--- src/hdl/ptm_pkg.sv ---
// Shared constants and types for the paired 32-bit timer block.
// Assumes a 32-bit APB master and eight 16-bit timers grouped in four pairs.
package ptm_pkg;
    localparam int NTMR = 8;
    localparam int NPAIR = 4;
    // Byte map: timer t at t*0x10, control +0x0, period +0x4, count +0x8
    localparam logic [7:0] OFS_FLAG = 8'h80;
    localparam logic [1:0] REG_CTRL = 2'h0;
    localparam logic [1:0] REG_PER = 2'h1;
    localparam logic [1:0] REG_CNT = 2'h2;
    localparam logic [1:0] REG_NONE = 2'h3;
    localparam logic [15:0] CTRL_WMASK = 16'hf87a;
    localparam logic [15:0] CTRL_RST = 16'h0000;
    localparam logic [15:0] PER_RST = 16'hffff;
    localparam logic [15:0] CNT_RST = 16'h0000;
    localparam logic [15:0] CNT_MAX = 16'hffff;
    localparam logic [15:0] CNT_ONE = 16'h0001;
    localparam logic [7:0] PSC_LAST_1 = 8'h00;
    localparam logic [7:0] PSC_LAST_8 = 8'h07;
    localparam logic [7:0] PSC_LAST_64 = 8'h3f;
    localparam logic [7:0] PSC_LAST_256 = 8'hff;

    typedef enum logic [1:0] {
        PTM_PSC_1 = 2'b00,
        PTM_PSC_8 = 2'b01,
        PTM_PSC_64 = 2'b10,
        PTM_PSC_256 = 2'b11
    } ptm_psc_e;

    typedef struct packed {
        logic timer_run;
        logic [2:0] timer_irq_priority;
        logic timer_irq_enable;
        logic [3:0] rsv_hi;
        logic gate_enable;
        ptm_psc_e prescale_select;
        logic pair_join_bit;
        logic rsv_b2;
        logic clock_source_select;
        logic rsv_b0;
    } ptm_ctrl_s;

    typedef struct packed {
        logic [1:0] adv;
        logic [1:0] gfall;
    } ptm_evt_s;

    function automatic logic [7:0] psc_last(input ptm_psc_e p);
        unique case (p)
            PTM_PSC_1: psc_last = PSC_LAST_1;
            PTM_PSC_8: psc_last = PSC_LAST_8;
            PTM_PSC_64: psc_last = PSC_LAST_64;
            PTM_PSC_256: psc_last = PSC_LAST_256;
        endcase
    endfunction : psc_last
endpackage : ptm_pkg

--- src/hdl/ptm_top.sv ---
// Four timer pairs with APB register access, interrupt requests and triggers.
// Assumes APB at CLK_I, pins TCK_I asynchronous, software sequences setup.
//
// Summary of operation
// - Each pair works as one 32-bit timer or two 16-bit timers.
// - Arrangements: two 16-bit timers, one 32-bit timer, one 32-bit counter.
// - Split halves offer every 16-bit mode except asynchronous counting.
// - Each 16-bit timer can be a synchronous timer or synchronous counter.
// - Joined pair raises an interrupt when 32-bit count equals 32-bit period with gating off.
// - Timers keep counting in idle and sleep power modes.
// - Only pair zero drives the capture and compare time base.
// - Pair zero joined gives the first converter its event trigger.
// - Pair one joined gives the second converter its event trigger.
// - Joined pair: even timer is low word, odd timer high word.
// - Joined pair uses odd control only for interrupt enable and priority; even control sets up.
// - Joined pair uses even clock and gate, odd flag, enable, priority.
// - 32-bit period is odd period high word, even period low word.
// - Running 32-bit count lives in count pair, odd register high.
// - Two-bit prescale field selects each timer's prescaler ratio.
// - Source-select bit picks clock; separate gate-enable bit enables gating on the internal clock only.
// - Each interrupt has its own enable bit and three-bit priority field.
//
// Implementation choices: register access over APB and the register offsets.
`timescale 1ns/1ps
module ptm_top (
    input wire logic CLK_I,
    input wire logic RST_N_I,
    input wire logic CE_I,
    input wire logic PSEL_I,
    input wire logic PENABLE_I,
    input wire logic PWRITE_I,
    input wire logic [7:0] PADDR_I,
    input wire logic [31:0] PWDATA_I,
    output logic [31:0] PRDATA_O,
    output logic PREADY_O,
    output logic PSLVERR_O,
    input wire logic [7:0] TCK_I,
    output logic [7:0] IRQ_O,
    output logic [23:0] IRQ_PRIO_O,
    output logic ADC1_TRIG_O,
    output logic ADC2_TRIG_O,
    output logic [31:0] TIMEBASE_O
);
    localparam int NT = ptm_pkg::NTMR;
    localparam int NP = ptm_pkg::NPAIR;

    logic [15:0] ctrl_ff [NT];
    logic [15:0] per_ff [NT];
    logic [15:0] cnt_ff [NT];
    logic [15:0] nxt_ctrl [NT];
    logic [15:0] nxt_per [NT];
    logic [15:0] nxt_cnt [NT];
    ptm_pkg::ptm_ctrl_s ctrl_s [NT];
    ptm_pkg::ptm_evt_s evt [NP];
    logic [7:0] flag_ff;
    logic [7:0] nxt_flag;
    logic [7:0] flag_set;
    logic [7:0] flag_clr;
    logic [7:0] irq_ff;
    logic [7:0] nxt_irq;
    logic [23:0] prio_ff;
    logic [23:0] nxt_prio;
    logic [NP-1:0] m32;
    logic [NT-1:0] we_ctrl;
    logic [NT-1:0] we_per;
    logic [NT-1:0] we_cnt;
    logic [7:0] tck_sync;
    logic pready_ff;
    logic slverr_ff;
    logic [31:0] prdata_ff;
    logic adc1_ff;
    logic adc2_ff;

    // APB decode; one wait-free access phase after each setup
    wire setup = PSEL_I & ~PENABLE_I & ~pready_ff;
    wire acc = PSEL_I & PENABLE_I & pready_ff;
    wire wr = acc & PWRITE_I;
    wire [2:0] a_tmr = PADDR_I[6:4];
    wire [1:0] a_reg = PADDR_I[3:2];
    wire a_flag = PADDR_I == ptm_pkg::OFS_FLAG;
    wire a_tmr_ok = ~PADDR_I[7] & (PADDR_I[1:0] == 2'b00) & (a_reg != ptm_pkg::REG_NONE);
    wire a_ok = a_flag | a_tmr_ok;
    wire [15:0] rd_tmr = (a_reg == ptm_pkg::REG_CTRL) ? ctrl_ff[a_tmr]
        : (a_reg == ptm_pkg::REG_PER) ? per_ff[a_tmr] : cnt_ff[a_tmr];
    wire [31:0] rd_val = a_flag ? {24'h000000, flag_ff}
        : a_tmr_ok ? {16'h0000, rd_tmr} : 32'h00000000;

    function automatic logic hit(input logic [2:0] a, input int t, input logic [1:0] r,
            input logic [1:0] want);
        hit = (a == t[2:0]) && (r == want);
    endfunction : hit

    assign flag_clr = (wr & a_flag) ? PWDATA_I[7:0] : 8'h00;

    ptm_sync #(
        .W(NT)
    ) u_sync (
        .clk_i(CLK_I),
        .rst_n_i(RST_N_I),
        .ce_i(CE_I),
        .d_i(TCK_I),
        .q_o(tck_sync)
    );

    genvar g;
    generate
        for (g = 0; g < NP; g++) begin : g_pair
            ptm_pair u_pair (
                .clk_i(CLK_I),
                .rst_n_i(RST_N_I),
                .ce_i(CE_I),
                .ctrl_lo_i(ctrl_s[2*g]),
                .ctrl_hi_i(ctrl_s[2*g+1]),
                .pin_i(tck_sync[2*g+1:2*g]),
                .evt_o(evt[g])
            );
        end
    endgenerate

    // Register writes and interrupt request shaping
    always_comb begin
        for (int t = 0; t < NT; t++) begin
            ctrl_s[t] = ptm_pkg::ptm_ctrl_s'(ctrl_ff[t]);
            we_ctrl[t] = wr & a_tmr_ok & hit(a_tmr, t, a_reg, ptm_pkg::REG_CTRL);
            we_per[t] = wr & a_tmr_ok & hit(a_tmr, t, a_reg, ptm_pkg::REG_PER);
            we_cnt[t] = wr & a_tmr_ok & hit(a_tmr, t, a_reg, ptm_pkg::REG_CNT);
            nxt_ctrl[t] = we_ctrl[t] ? (PWDATA_I[15:0] & ptm_pkg::CTRL_WMASK) : ctrl_ff[t];
            nxt_per[t] = we_per[t] ? PWDATA_I[15:0] : per_ff[t];
            nxt_irq[t] = flag_ff[t] & ctrl_s[t].timer_irq_enable;
            nxt_prio[3*t +: 3] = ctrl_s[t].timer_irq_priority;
        end
    end

    // Count engine; no power-mode input, so counting continues in idle and sleep
    always_comb begin
        logic [31:0] c32;
        logic [31:0] p32;
        logic [31:0] n32;
        logic gl;
        logic mh;
        int lo;
        int hi;
        c32 = '0;
        p32 = '0;
        n32 = '0;
        gl = 1'b0;
        mh = 1'b0;
        lo = 0;
        hi = 0;
        flag_set = '0;
        m32 = '0;
        for (int p = 0; p < NP; p++) begin
            lo = 2 * p;
            hi = 2 * p + 1;
            if (ctrl_s[lo].pair_join_bit) begin
                c32 = {cnt_ff[hi], cnt_ff[lo]};
                p32 = {per_ff[hi], per_ff[lo]};
                gl = ctrl_s[lo].gate_enable & ~ctrl_s[lo].clock_source_select;
                m32[p] = evt[p].adv[0] & (c32 == p32);
                if (m32[p])
                    n32 = '0;
                else if (evt[p].adv[0])
                    n32 = c32 + 32'h00000001;
                else
                    n32 = c32;
                nxt_cnt[lo] = n32[15:0];
                nxt_cnt[hi] = n32[31:16];
                flag_set[hi] = (m32[p] & ~gl) | evt[p].gfall[0];
            end else begin
                for (int h = 0; h < 2; h++) begin
                    gl = ctrl_s[lo+h].gate_enable & ~ctrl_s[lo+h].clock_source_select;
                    mh = evt[p].adv[h] & (cnt_ff[lo+h] == per_ff[lo+h]);
                    if (mh)
                        nxt_cnt[lo+h] = ptm_pkg::CNT_RST;
                    else if (evt[p].adv[h])
                        nxt_cnt[lo+h] = cnt_ff[lo+h] + ptm_pkg::CNT_ONE;
                    else
                        nxt_cnt[lo+h] = cnt_ff[lo+h];
                    flag_set[lo+h] = (mh & ~gl) | evt[p].gfall[h];
                end
            end
        end
        // Software count write beats the engine in the same cycle
        for (int t = 0; t < NT; t++) begin
            if (we_cnt[t])
                nxt_cnt[t] = PWDATA_I[15:0];
        end
        // Set beats clear so no event is lost
        nxt_flag = (flag_ff & ~flag_clr) | flag_set;
    end

    always_ff @(posedge CLK_I) begin
        if (!RST_N_I) begin
            for (int t = 0; t < NT; t++) begin
                ctrl_ff[t] <= ptm_pkg::CTRL_RST;
                per_ff[t] <= ptm_pkg::PER_RST;
                cnt_ff[t] <= ptm_pkg::CNT_RST;
            end
            flag_ff <= '0;
            irq_ff <= '0;
            prio_ff <= '0;
            adc1_ff <= 1'b0;
            adc2_ff <= 1'b0;
        end else if (CE_I) begin
            for (int t = 0; t < NT; t++) begin
                ctrl_ff[t] <= nxt_ctrl[t];
                per_ff[t] <= nxt_per[t];
                cnt_ff[t] <= nxt_cnt[t];
            end
            flag_ff <= nxt_flag;
            irq_ff <= nxt_irq;
            prio_ff <= nxt_prio;
            adc1_ff <= m32[0];
            adc2_ff <= m32[1];
        end
    end

    always_ff @(posedge CLK_I) begin
        if (!RST_N_I) begin
            pready_ff <= 1'b0;
            slverr_ff <= 1'b0;
            prdata_ff <= '0;
        end else if (CE_I) begin
            pready_ff <= setup;
            slverr_ff <= setup & ~a_ok;
            prdata_ff <= (setup & ~PWRITE_I) ? rd_val : prdata_ff;
        end
    end

    assign PRDATA_O = prdata_ff;
    assign PREADY_O = pready_ff;
    assign PSLVERR_O = slverr_ff;
    assign IRQ_O = irq_ff;
    assign IRQ_PRIO_O = prio_ff;
    assign ADC1_TRIG_O = adc1_ff;
    assign ADC2_TRIG_O = adc2_ff;
    // Time base taken from pair zero only
    assign TIMEBASE_O = {cnt_ff[1], cnt_ff[0]};

    wire jn0 = ctrl_s[0].pair_join_bit;
    wire nw0 = ~we_cnt[0] & ~we_cnt[1];
    wire gl0 = ctrl_s[0].gate_enable & ~ctrl_s[0].clock_source_select;
    wire eq32 = {cnt_ff[1], cnt_ff[0]} == {per_ff[1], per_ff[0]};
    wire jn1 = ctrl_s[2].pair_join_bit;
    wire gl2 = ctrl_s[2].gate_enable & ~ctrl_s[2].clock_source_select;
    wire [15:0] wdat = PWDATA_I[15:0];
endmodule : ptm_top

--- src/hdl/ptm_sync.sv ---
// Three-stage pin synchroniser with agreement filter.
// Assumes asynchronous pin levels; output changes once stages two and three agree.
`timescale 1ns/1ps
module ptm_sync #(
    parameter int W = 8
) (
    input wire logic clk_i,
    input wire logic rst_n_i,
    input wire logic ce_i,
    input wire logic [W-1:0] d_i,
    output logic [W-1:0] q_o
);
    logic [W-1:0] s1_ff;
    logic [W-1:0] s2_ff;
    logic [W-1:0] s3_ff;
    logic [W-1:0] q_ff;
    logic [W-1:0] nxt_q;

    // First stage feeds only the second
    assign nxt_q = (s2_ff & s3_ff) | (q_ff & (s2_ff ^ s3_ff));
    assign q_o = q_ff;

    always_ff @(posedge clk_i) begin
        if (!rst_n_i) begin
            s1_ff <= '0;
            s2_ff <= '0;
            s3_ff <= '0;
            q_ff <= '0;
        end else if (ce_i) begin
            s1_ff <= d_i;
            s2_ff <= s1_ff;
            s3_ff <= s2_ff;
            q_ff <= nxt_q;
        end
    end
endmodule : ptm_sync

--- src/hdl/ptm_pair.sv ---
// Prescaler, clock source and gate logic for one timer pair.
// Assumes synchronised pin levels; the owner holds the count registers.
`timescale 1ns/1ps
module ptm_pair (
    input wire logic clk_i,
    input wire logic rst_n_i,
    input wire logic ce_i,
    input ptm_pkg::ptm_ctrl_s ctrl_lo_i,
    input ptm_pkg::ptm_ctrl_s ctrl_hi_i,
    input wire logic [1:0] pin_i,
    output ptm_pkg::ptm_evt_s evt_o
);
    ptm_pkg::ptm_ctrl_s c [2];
    logic [7:0] psc_cnt_ff [2];
    logic [7:0] nxt_psc [2];
    logic [1:0] prev_ff;
    logic [1:0] run;
    logic [1:0] gated;
    logic [1:0] tick;
    logic [1:0] wrap;

    assign c[0] = ctrl_lo_i;
    assign c[1] = ctrl_hi_i;

    always_comb begin
        evt_o = '0;
        for (int h = 0; h < 2; h++) begin
            // Joined pair: odd half is driven from the even half only
            run[h] = c[h].timer_run & ~(h == 1 && ctrl_lo_i.pair_join_bit);
            gated[h] = c[h].gate_enable & ~c[h].clock_source_select;
            tick[h] = (c[h].clock_source_select ? (pin_i[h] & ~prev_ff[h]) : 1'b1)
                & (~gated[h] | pin_i[h]) & run[h];
            wrap[h] = psc_cnt_ff[h] == ptm_pkg::psc_last(c[h].prescale_select);
            evt_o.adv[h] = tick[h] & wrap[h];
            evt_o.gfall[h] = run[h] & gated[h] & prev_ff[h] & ~pin_i[h];
            if (!run[h])
                nxt_psc[h] = '0;
            else if (tick[h])
                nxt_psc[h] = wrap[h] ? '0 : psc_cnt_ff[h] + 8'h01;
            else
                nxt_psc[h] = psc_cnt_ff[h];
        end
    end

    always_ff @(posedge clk_i) begin
        if (!rst_n_i) begin
            psc_cnt_ff[0] <= '0;
            psc_cnt_ff[1] <= '0;
            prev_ff <= '0;
        end else if (ce_i) begin
            psc_cnt_ff[0] <= nxt_psc[0];
            psc_cnt_ff[1] <= nxt_psc[1];
            prev_ff <= pin_i;
        end
    end
endmodule : ptm_pair

--- config.mk ---
export PLATFORM = sky130hd
export DESIGN_NAME = ptm_top
export DESIGN_NICKNAME = d
export VERILOG_FILES = /design/src/hdl/ptm_pkg.sv /design/src/hdl/ptm_top.sv /design/src/hdl/ptm_sync.sv /design/src/hdl/ptm_pair.sv
export SDC_FILE = /design/constraint.sdc
export NUM_CORES = 1
export LEC_CHECK = 0
export BUFFER_PORTS_ARGS = -buffer_cell sky130_fd_sc_hd__buf_4
export CORE_MARGIN = 2
export CORE_UTILIZATION = 45
export DETAILED_ROUTE_END_ITERATION = 10
export GPL_ROUTABILITY_DRIVEN = 1
export PLACE_DENSITY = 0.68
export SLEW_MARGIN = 5
export SYNTH_ARGS = -nofsm -noshare
export SYNTH_HDL_FRONTEND = slang
export SYNTH_HIERARCHICAL = 1
export SYNTH_SLANG_ARGS = --single-unit
export TNS_END_PERCENT = 20
--- constraint.sdc ---
create_clock -name CLK_I -period 4.6 [get_ports CLK_I]
set_clock_uncertainty 0.2 [all_clocks]
set_input_delay 1.15 -clock CLK_I [delete_from_list [all_inputs] [get_ports CLK_I]]
set_output_delay 1.15 -clock CLK_I [all_outputs]
set_load 0.05 [all_outputs]
**Yosys cells after proc, flatten, opt, wreduce, memory -nomap -nowiden**

Memories as Yosys holds them, arrays and structs flattened.
Index checks and enable logic that the tools add are counted.

- Equality and inequality tests: 55
- Muxes and demuxes: 143
- $add $sub $neg: 20
- Bitwise gates (word level): 236
- Reduce and logical (&&, ||, !) cells: 36

Operators with widths:

| cell | number |
|---|---|
| 16-bit 2-to-1 mux | 68 |
| 32-bit 2-to-1 mux | 12 |
| 8-bit 2-to-1 mux | 33 |
| 8-bit one-hot mux with 4 select lines | 8 |
| 1-bit bitwise AND | 135 |
| 16-bit by 1-bit adder with 16-bit output (second input constant) | 8 |
| 32-bit by 1-bit adder with 32-bit output (second input constant) | 4 |
| 16-bit equality test | 8 |
| 32-bit equality test | 4 |
| 8-bit by 1-bit adder with 8-bit output (second input constant) | 8 |
| 8-bit equality test | 8 |
| 1-bit OR | 53 |
| 1-bit inverter | 41 |
| 2-bit equality test (second input constant) | 17 |
| 8-bit bitwise AND | 3 |
| 1-bit logical AND | 24 |
| 1-bit 2-to-1 mux | 22 |
| 2-bit logical NOT | 10 |
| 2-bit by 1-bit equality test with 1-bit output (second input constant) | 9 |
| 8-bit OR | 2 |
| 3-bit equality test (second input constant) | 4 |
| 8-bit equality test (second input constant) | 1 |
| 8-bit inverter | 1 |
| 8-bit bitwise XOR | 1 |
| other kinds (5) | 6 |

- Output and inout bits: 100
- Word-level logic and storage cells: 513
- Memories: 7
- Bits in registers: 116
- Memory bits (writable): 448
- Input bits: 54

Memory list:

| memory | depth | width | rd ports | clocked after Yosys merged registers in | wr ports | RTL line | text |
|---|---|---|---|---|---|---|---|
| cnt_ff | 8 | 16 | 9 | 0 | 8 | ptm_top.sv:49 | `logic [15:0] cnt_ff [NT];` |
| ctrl_ff | 8 | 16 | 9 | 0 | 8 | ptm_top.sv:47 | `logic [15:0] ctrl_ff [NT];` |
| per_ff | 8 | 16 | 9 | 0 | 8 | ptm_top.sv:48 | `logic [15:0] per_ff [NT];` |
| g_pair[0].u_pair.psc_cnt_ff | 2 | 8 | 2 | 0 | 2 | ptm_pair.sv:14 | `logic [7:0] psc_cnt_ff [2];` |
| g_pair[1].u_pair.psc_cnt_ff | 2 | 8 | 2 | 0 | 2 | ptm_pair.sv:14 |  |
| g_pair[2].u_pair.psc_cnt_ff | 2 | 8 | 2 | 0 | 2 | ptm_pair.sv:14 |  |
| 1 more memories | - | - | - | - | - | - |  |

**Depth between registers and ports, before layout**

An unclocked memory read counts as a cell.

- Depth in word-level cells: 13
- Gate-level depth with buffers: 11
- Gate-level depth less buffers: 10

**Hierarchy**

Netlist, hierarchy kept.

Modules (own cells, without submodules):

| module | sequential area each (um^2) | times used | area an instance (um^2) | cells each |
|---|---|---|---|---|
| ptm_top | 11290.8 | 1 | 22059.9 | 1911 |
| ptm_pair | 520.5 | 4 | 1068.5 | 99 |
| ptm_sync | 640.6 | 1 | 1381.3 | 129 |

**Worst setup path before layout**

No wires, ideal clock.

- Path kind: input port to flip-flop
- Start point: input port PADDR_I[2]
- End point: memory cnt_ff[1][0], enable pin
- Arrival time: 3871 ps
- Library setup time: 411 ps
- Setup slack: 118 ps
- Stages: 6
- Buffers on the path: 1
- Data required time: 3989 ps
- Path through: a2111o_1 > or4b_4 > nor2_1 > buf_2 > a211oi_1 > o21ai_0

RTL lines:

| item | RTL line | text |
|---|---|---|
| from (decl) | ptm_top.sv:32 | `input wire logic [7:0] PADDR_I,` |
| to (decl) | ptm_top.sv:49 |  |

==> results.txt <==
ordered list of cells on the worst path: nor4_1, a21oi_1, a211oi_2, and3_1, nand2_1, nor4_1, and3_1, nand2b_1, and3_1, a311oi_1
row count: 90
CP Data Arrival Time: 4.03 ns
CTS sink count: 500
setup total negative slack: 0 ns
top cells by area in the synthesized netlist: edfxtp_1 43%, mux4_2 7.6%, dfxtp_1 7.2%
count of H-tree levels built during CTS: 2
pin count of the biggest net entering global routing: 116
chip width: 252 um
clock period minus worst slack: 3.90 ns
routed vias/inst: 6.46
critical path class: reg2reg
Root Buffer Master: clkbuf_16
top cell type by total area after synthesis: edfxtp_1
instance area after placement: 0.0297 mm^2
most repeated library cell on the critical path: and3_1
maximum operating frequency: 256 MHz
Post-Synth Simple-Gate Area: 16.7%
fin crit share: 84.8%
sequential cell area fraction in the yosys report: 50.6%
wire length of the first global-routing pass: 141000 um
Post-Place Worst Slack: 0.496 ns
share of the synthesized area in the top cell type: 43.3%
startpoint type of the worst setup path: flop
number of CTS-inserted buffers: 54
Die Ht: 252 um
Starting Density: 45.7%
Slew Limit Fails: 0
most frequently used flop master after synthesis: edfxtp_1
fill cell count: 5304
dominant cell by count in the synthesized netlist: edfxtp_1
Reg2Reg Setup Slack: 0.70 ns
class of the tightest hold or removal check: reg2reg
Worst Setup End Kind: flop
XOR/XNOR share of the synthesized area: 7.68%
number of cells produced by synthesis: 2436
Setup Fix Bufs, Post-CTS: 0
proportion of total power due to net switching: 27.4%
fraction of power consumed by the clock network: 39.1%
FF/Latch Area: 0.0140 mm^2
cell area after layout: 0.0316 mm^2
Floorplan Core Area: 0.0606 mm^2
number of primary I/O pins: 154
number of nets in the layout: 2664
number of distinct standard cells referenced by the synthesized netlist: 84
number of hold-repair buffers added at the cts stage: 0
largest family of logic cells by synthesized area: simple AND/OR/NAND/NOR gates
portion of netlist area occupied by mux cells: 10.9%
Area growth, synth to finish: 13.9%
number of endpoints with negative hold slack in the final report: 0
data required time at the worst endpoint: 4.73 ns
minimum setup slack in the final design: 0.699 ns
multi-input logic area: 0.0129 mm^2
Post-Syn Area per Cell: 11.4 um^2
register bit total from synthesis: 500
count of max-cap constraint violations: 0
total power draw: 0.0115 W
ratio of cells with drive above 1 in the final layout: 18.5%
per-cell routed wire length: 28.6 um
iteration-0 DRC count of the detailed router: 3090
maximum VDD drop: 0.284 mV
Synth Warn #: 6
number of enable-type register cells in the synthesized netlist: 400
count of instances resized after the clock tree is built: 0
clock-pin slew reported for the worst setup and hold paths after clock tree synthesis: 0.06 ns
leakage power: 11.4 nW
DRC viols: 0
synthesized-area fraction occupied by ao, oa, aoi and oai cells: 9.79%
antenna violations before repair: 5
run status: complete, no violations
summed instance area of the synthesized netlist: 0.0277 mm^2
global-route usage over all layers: 30.3%
total congestion overflow after global routing: 0
total setup violations reported at the end of the flow: 0
Routed Antenna Nets: 0
vias in the first global route: 20546
Adder-Cell Fraction of Synth Area: 1.08%
transition time of the tightest slew-check pin: 1.10 ns
setup repair after global routing missed its margin: false
cell with the biggest individual delay on the critical path: nor4_1
most common library cells after synthesis: 400 x edfxtp_1, 182 x nor2_1, 174 x nand2_1
Total Wirelength: 97800 um
Internal: 0.00836 W
last weighted congestion value of the routability-driven placer: 0.987
fraction of synthesis flops using an asynchronous set or reset pin: 0%
stage delay of the slowest cell on the critical path: 0.59 ns
Vias: 22075
Die Outline Area: 0.0636 mm^2
power density over the cells: 365 mW/mm^2
number of port buffers: 121
clock latency on the worst-skew pair: 0.63 ns
Longest Clk Path Bufs: 3
Critical Path Fanout Max: 7
sequential share of power: 48.0%
final HPWL from detailed placement: 72000 um
net switching power of the design: 0.00315 W
worst slew slack as a fraction of its limit: 26.7%
number of optimization iterations in the first detailed-route pass: 8
combinational fraction of design power: 12.8%
TritonCTS clock tree: done
## layout make-up
type / count / area share [%]
repair buffers: 218 / 5.36
clock inverters: 38 / 1.25
clock buffers: 64 / 4.50
multi-input cells: 1762 / 40.8
well taps: 782 / 3.10
flip-flops and latches: 500 / 44.4
diodes: 1 / 0.00793
inverters: 50 / 0.595
## stage by stage
stage	hold slack (ns)	utilization, %	std cells
final	0.265	52.1	3415
after global routing	0.286	52.1	3415
after CTS	0.266	52.1	3414
after detailed placement	0.259	49.1	3312
after global placement	0.256	49.1	3312
after floorplan	0.249	-	2451
## worst max-delay path, delay by kind of cell (launching register included)
kind | cells | cell delay [ns]
flip-flops | 1 | 0.45
AND/OR/NAND/NOR | 7 | 2.34
AO/OA/AOI/OAI | 3 | 0.62
## worst paths after layout
kind	from	end	cells after the start
worst min register to register	IRQ_O[6]	IRQ_O[6]	2
worst min-delay path	IRQ_O[6]	IRQ_O[6]	2
worst max-delay path	g_pair[0].u_pair/psc_cnt_ff[0][3]	cnt_ff[1][7]	10
worst max register to register	g_pair[0].u_pair/psc_cnt_ff[0][3]	cnt_ff[1][7]	10
## power by group through the flow
stage | clock (W) | sequential, W | combinational (W)
6_report | 0.00450 | 0.00553 | 0.00148
5_1_grt | 0.00471 | 0.00555 | 0.00154
4_1_cts | 0.00455 | 0.00552 | 0.00145
3_5_place_dp | 0 | 0.00561 | 0.00144
3_3_place_gp | 0 | 0.00560 | 0.00143
2_1_floorplan | 0 | 0.00557 | 0.000865
## state kept, by name, summed over array words and instances (netlist names)
register	flops
u_sync/q_o	8
PREADY_O	1
PSLVERR_O	1
ADC2_TRIG_O	1
ctrl_ff	80
u_sync/s3_ff	8
per_ff	128
IRQ_PRIO_O	24
IRQ_O	8
cnt_ff	128
PRDATA_O	16
ADC1_TRIG_O	1
u_sync/s1_ff	8
flag_ff	8
g_pair.u_pair/psc_cnt_ff	64
u_sync/s2_ff	8
g_pair.u_pair/prev_ff	8
## layer usage
metal | wire length, um | track usage [%]
met5 | 54 | 0
met4 | 4200 | 11.7
met3 | 11100 | 6.93
met2 | 44000 | 46.6
met1 | 38400 | 41.7
## cell families after synthesis
family / count (synthesis)
and+or+nand+nor: 893
DFF: 500
AOI/OAI and AO/OA: 402
xor gates and xnor gates: 243
buffers and inverters: 189
muxes: 184
adders and majority gates: 24
other: 1
## cell usage in the layout (no fill, tap or decap), drive strengths merged, types with 49 or more instances in the layout
cell type and count:
buf 218, xnor2 121, mux2i 82, a21oi 74, and3 60, dfxtp 100
o21ai 89, mux4 94, inv 50, nor2b 53, xor2 122, nor3 76
nand3 113, edfxtp 400, clkbuf 64, nand4 49, nand2 175, nor2 184
Power figures use the tool's default switching activity.
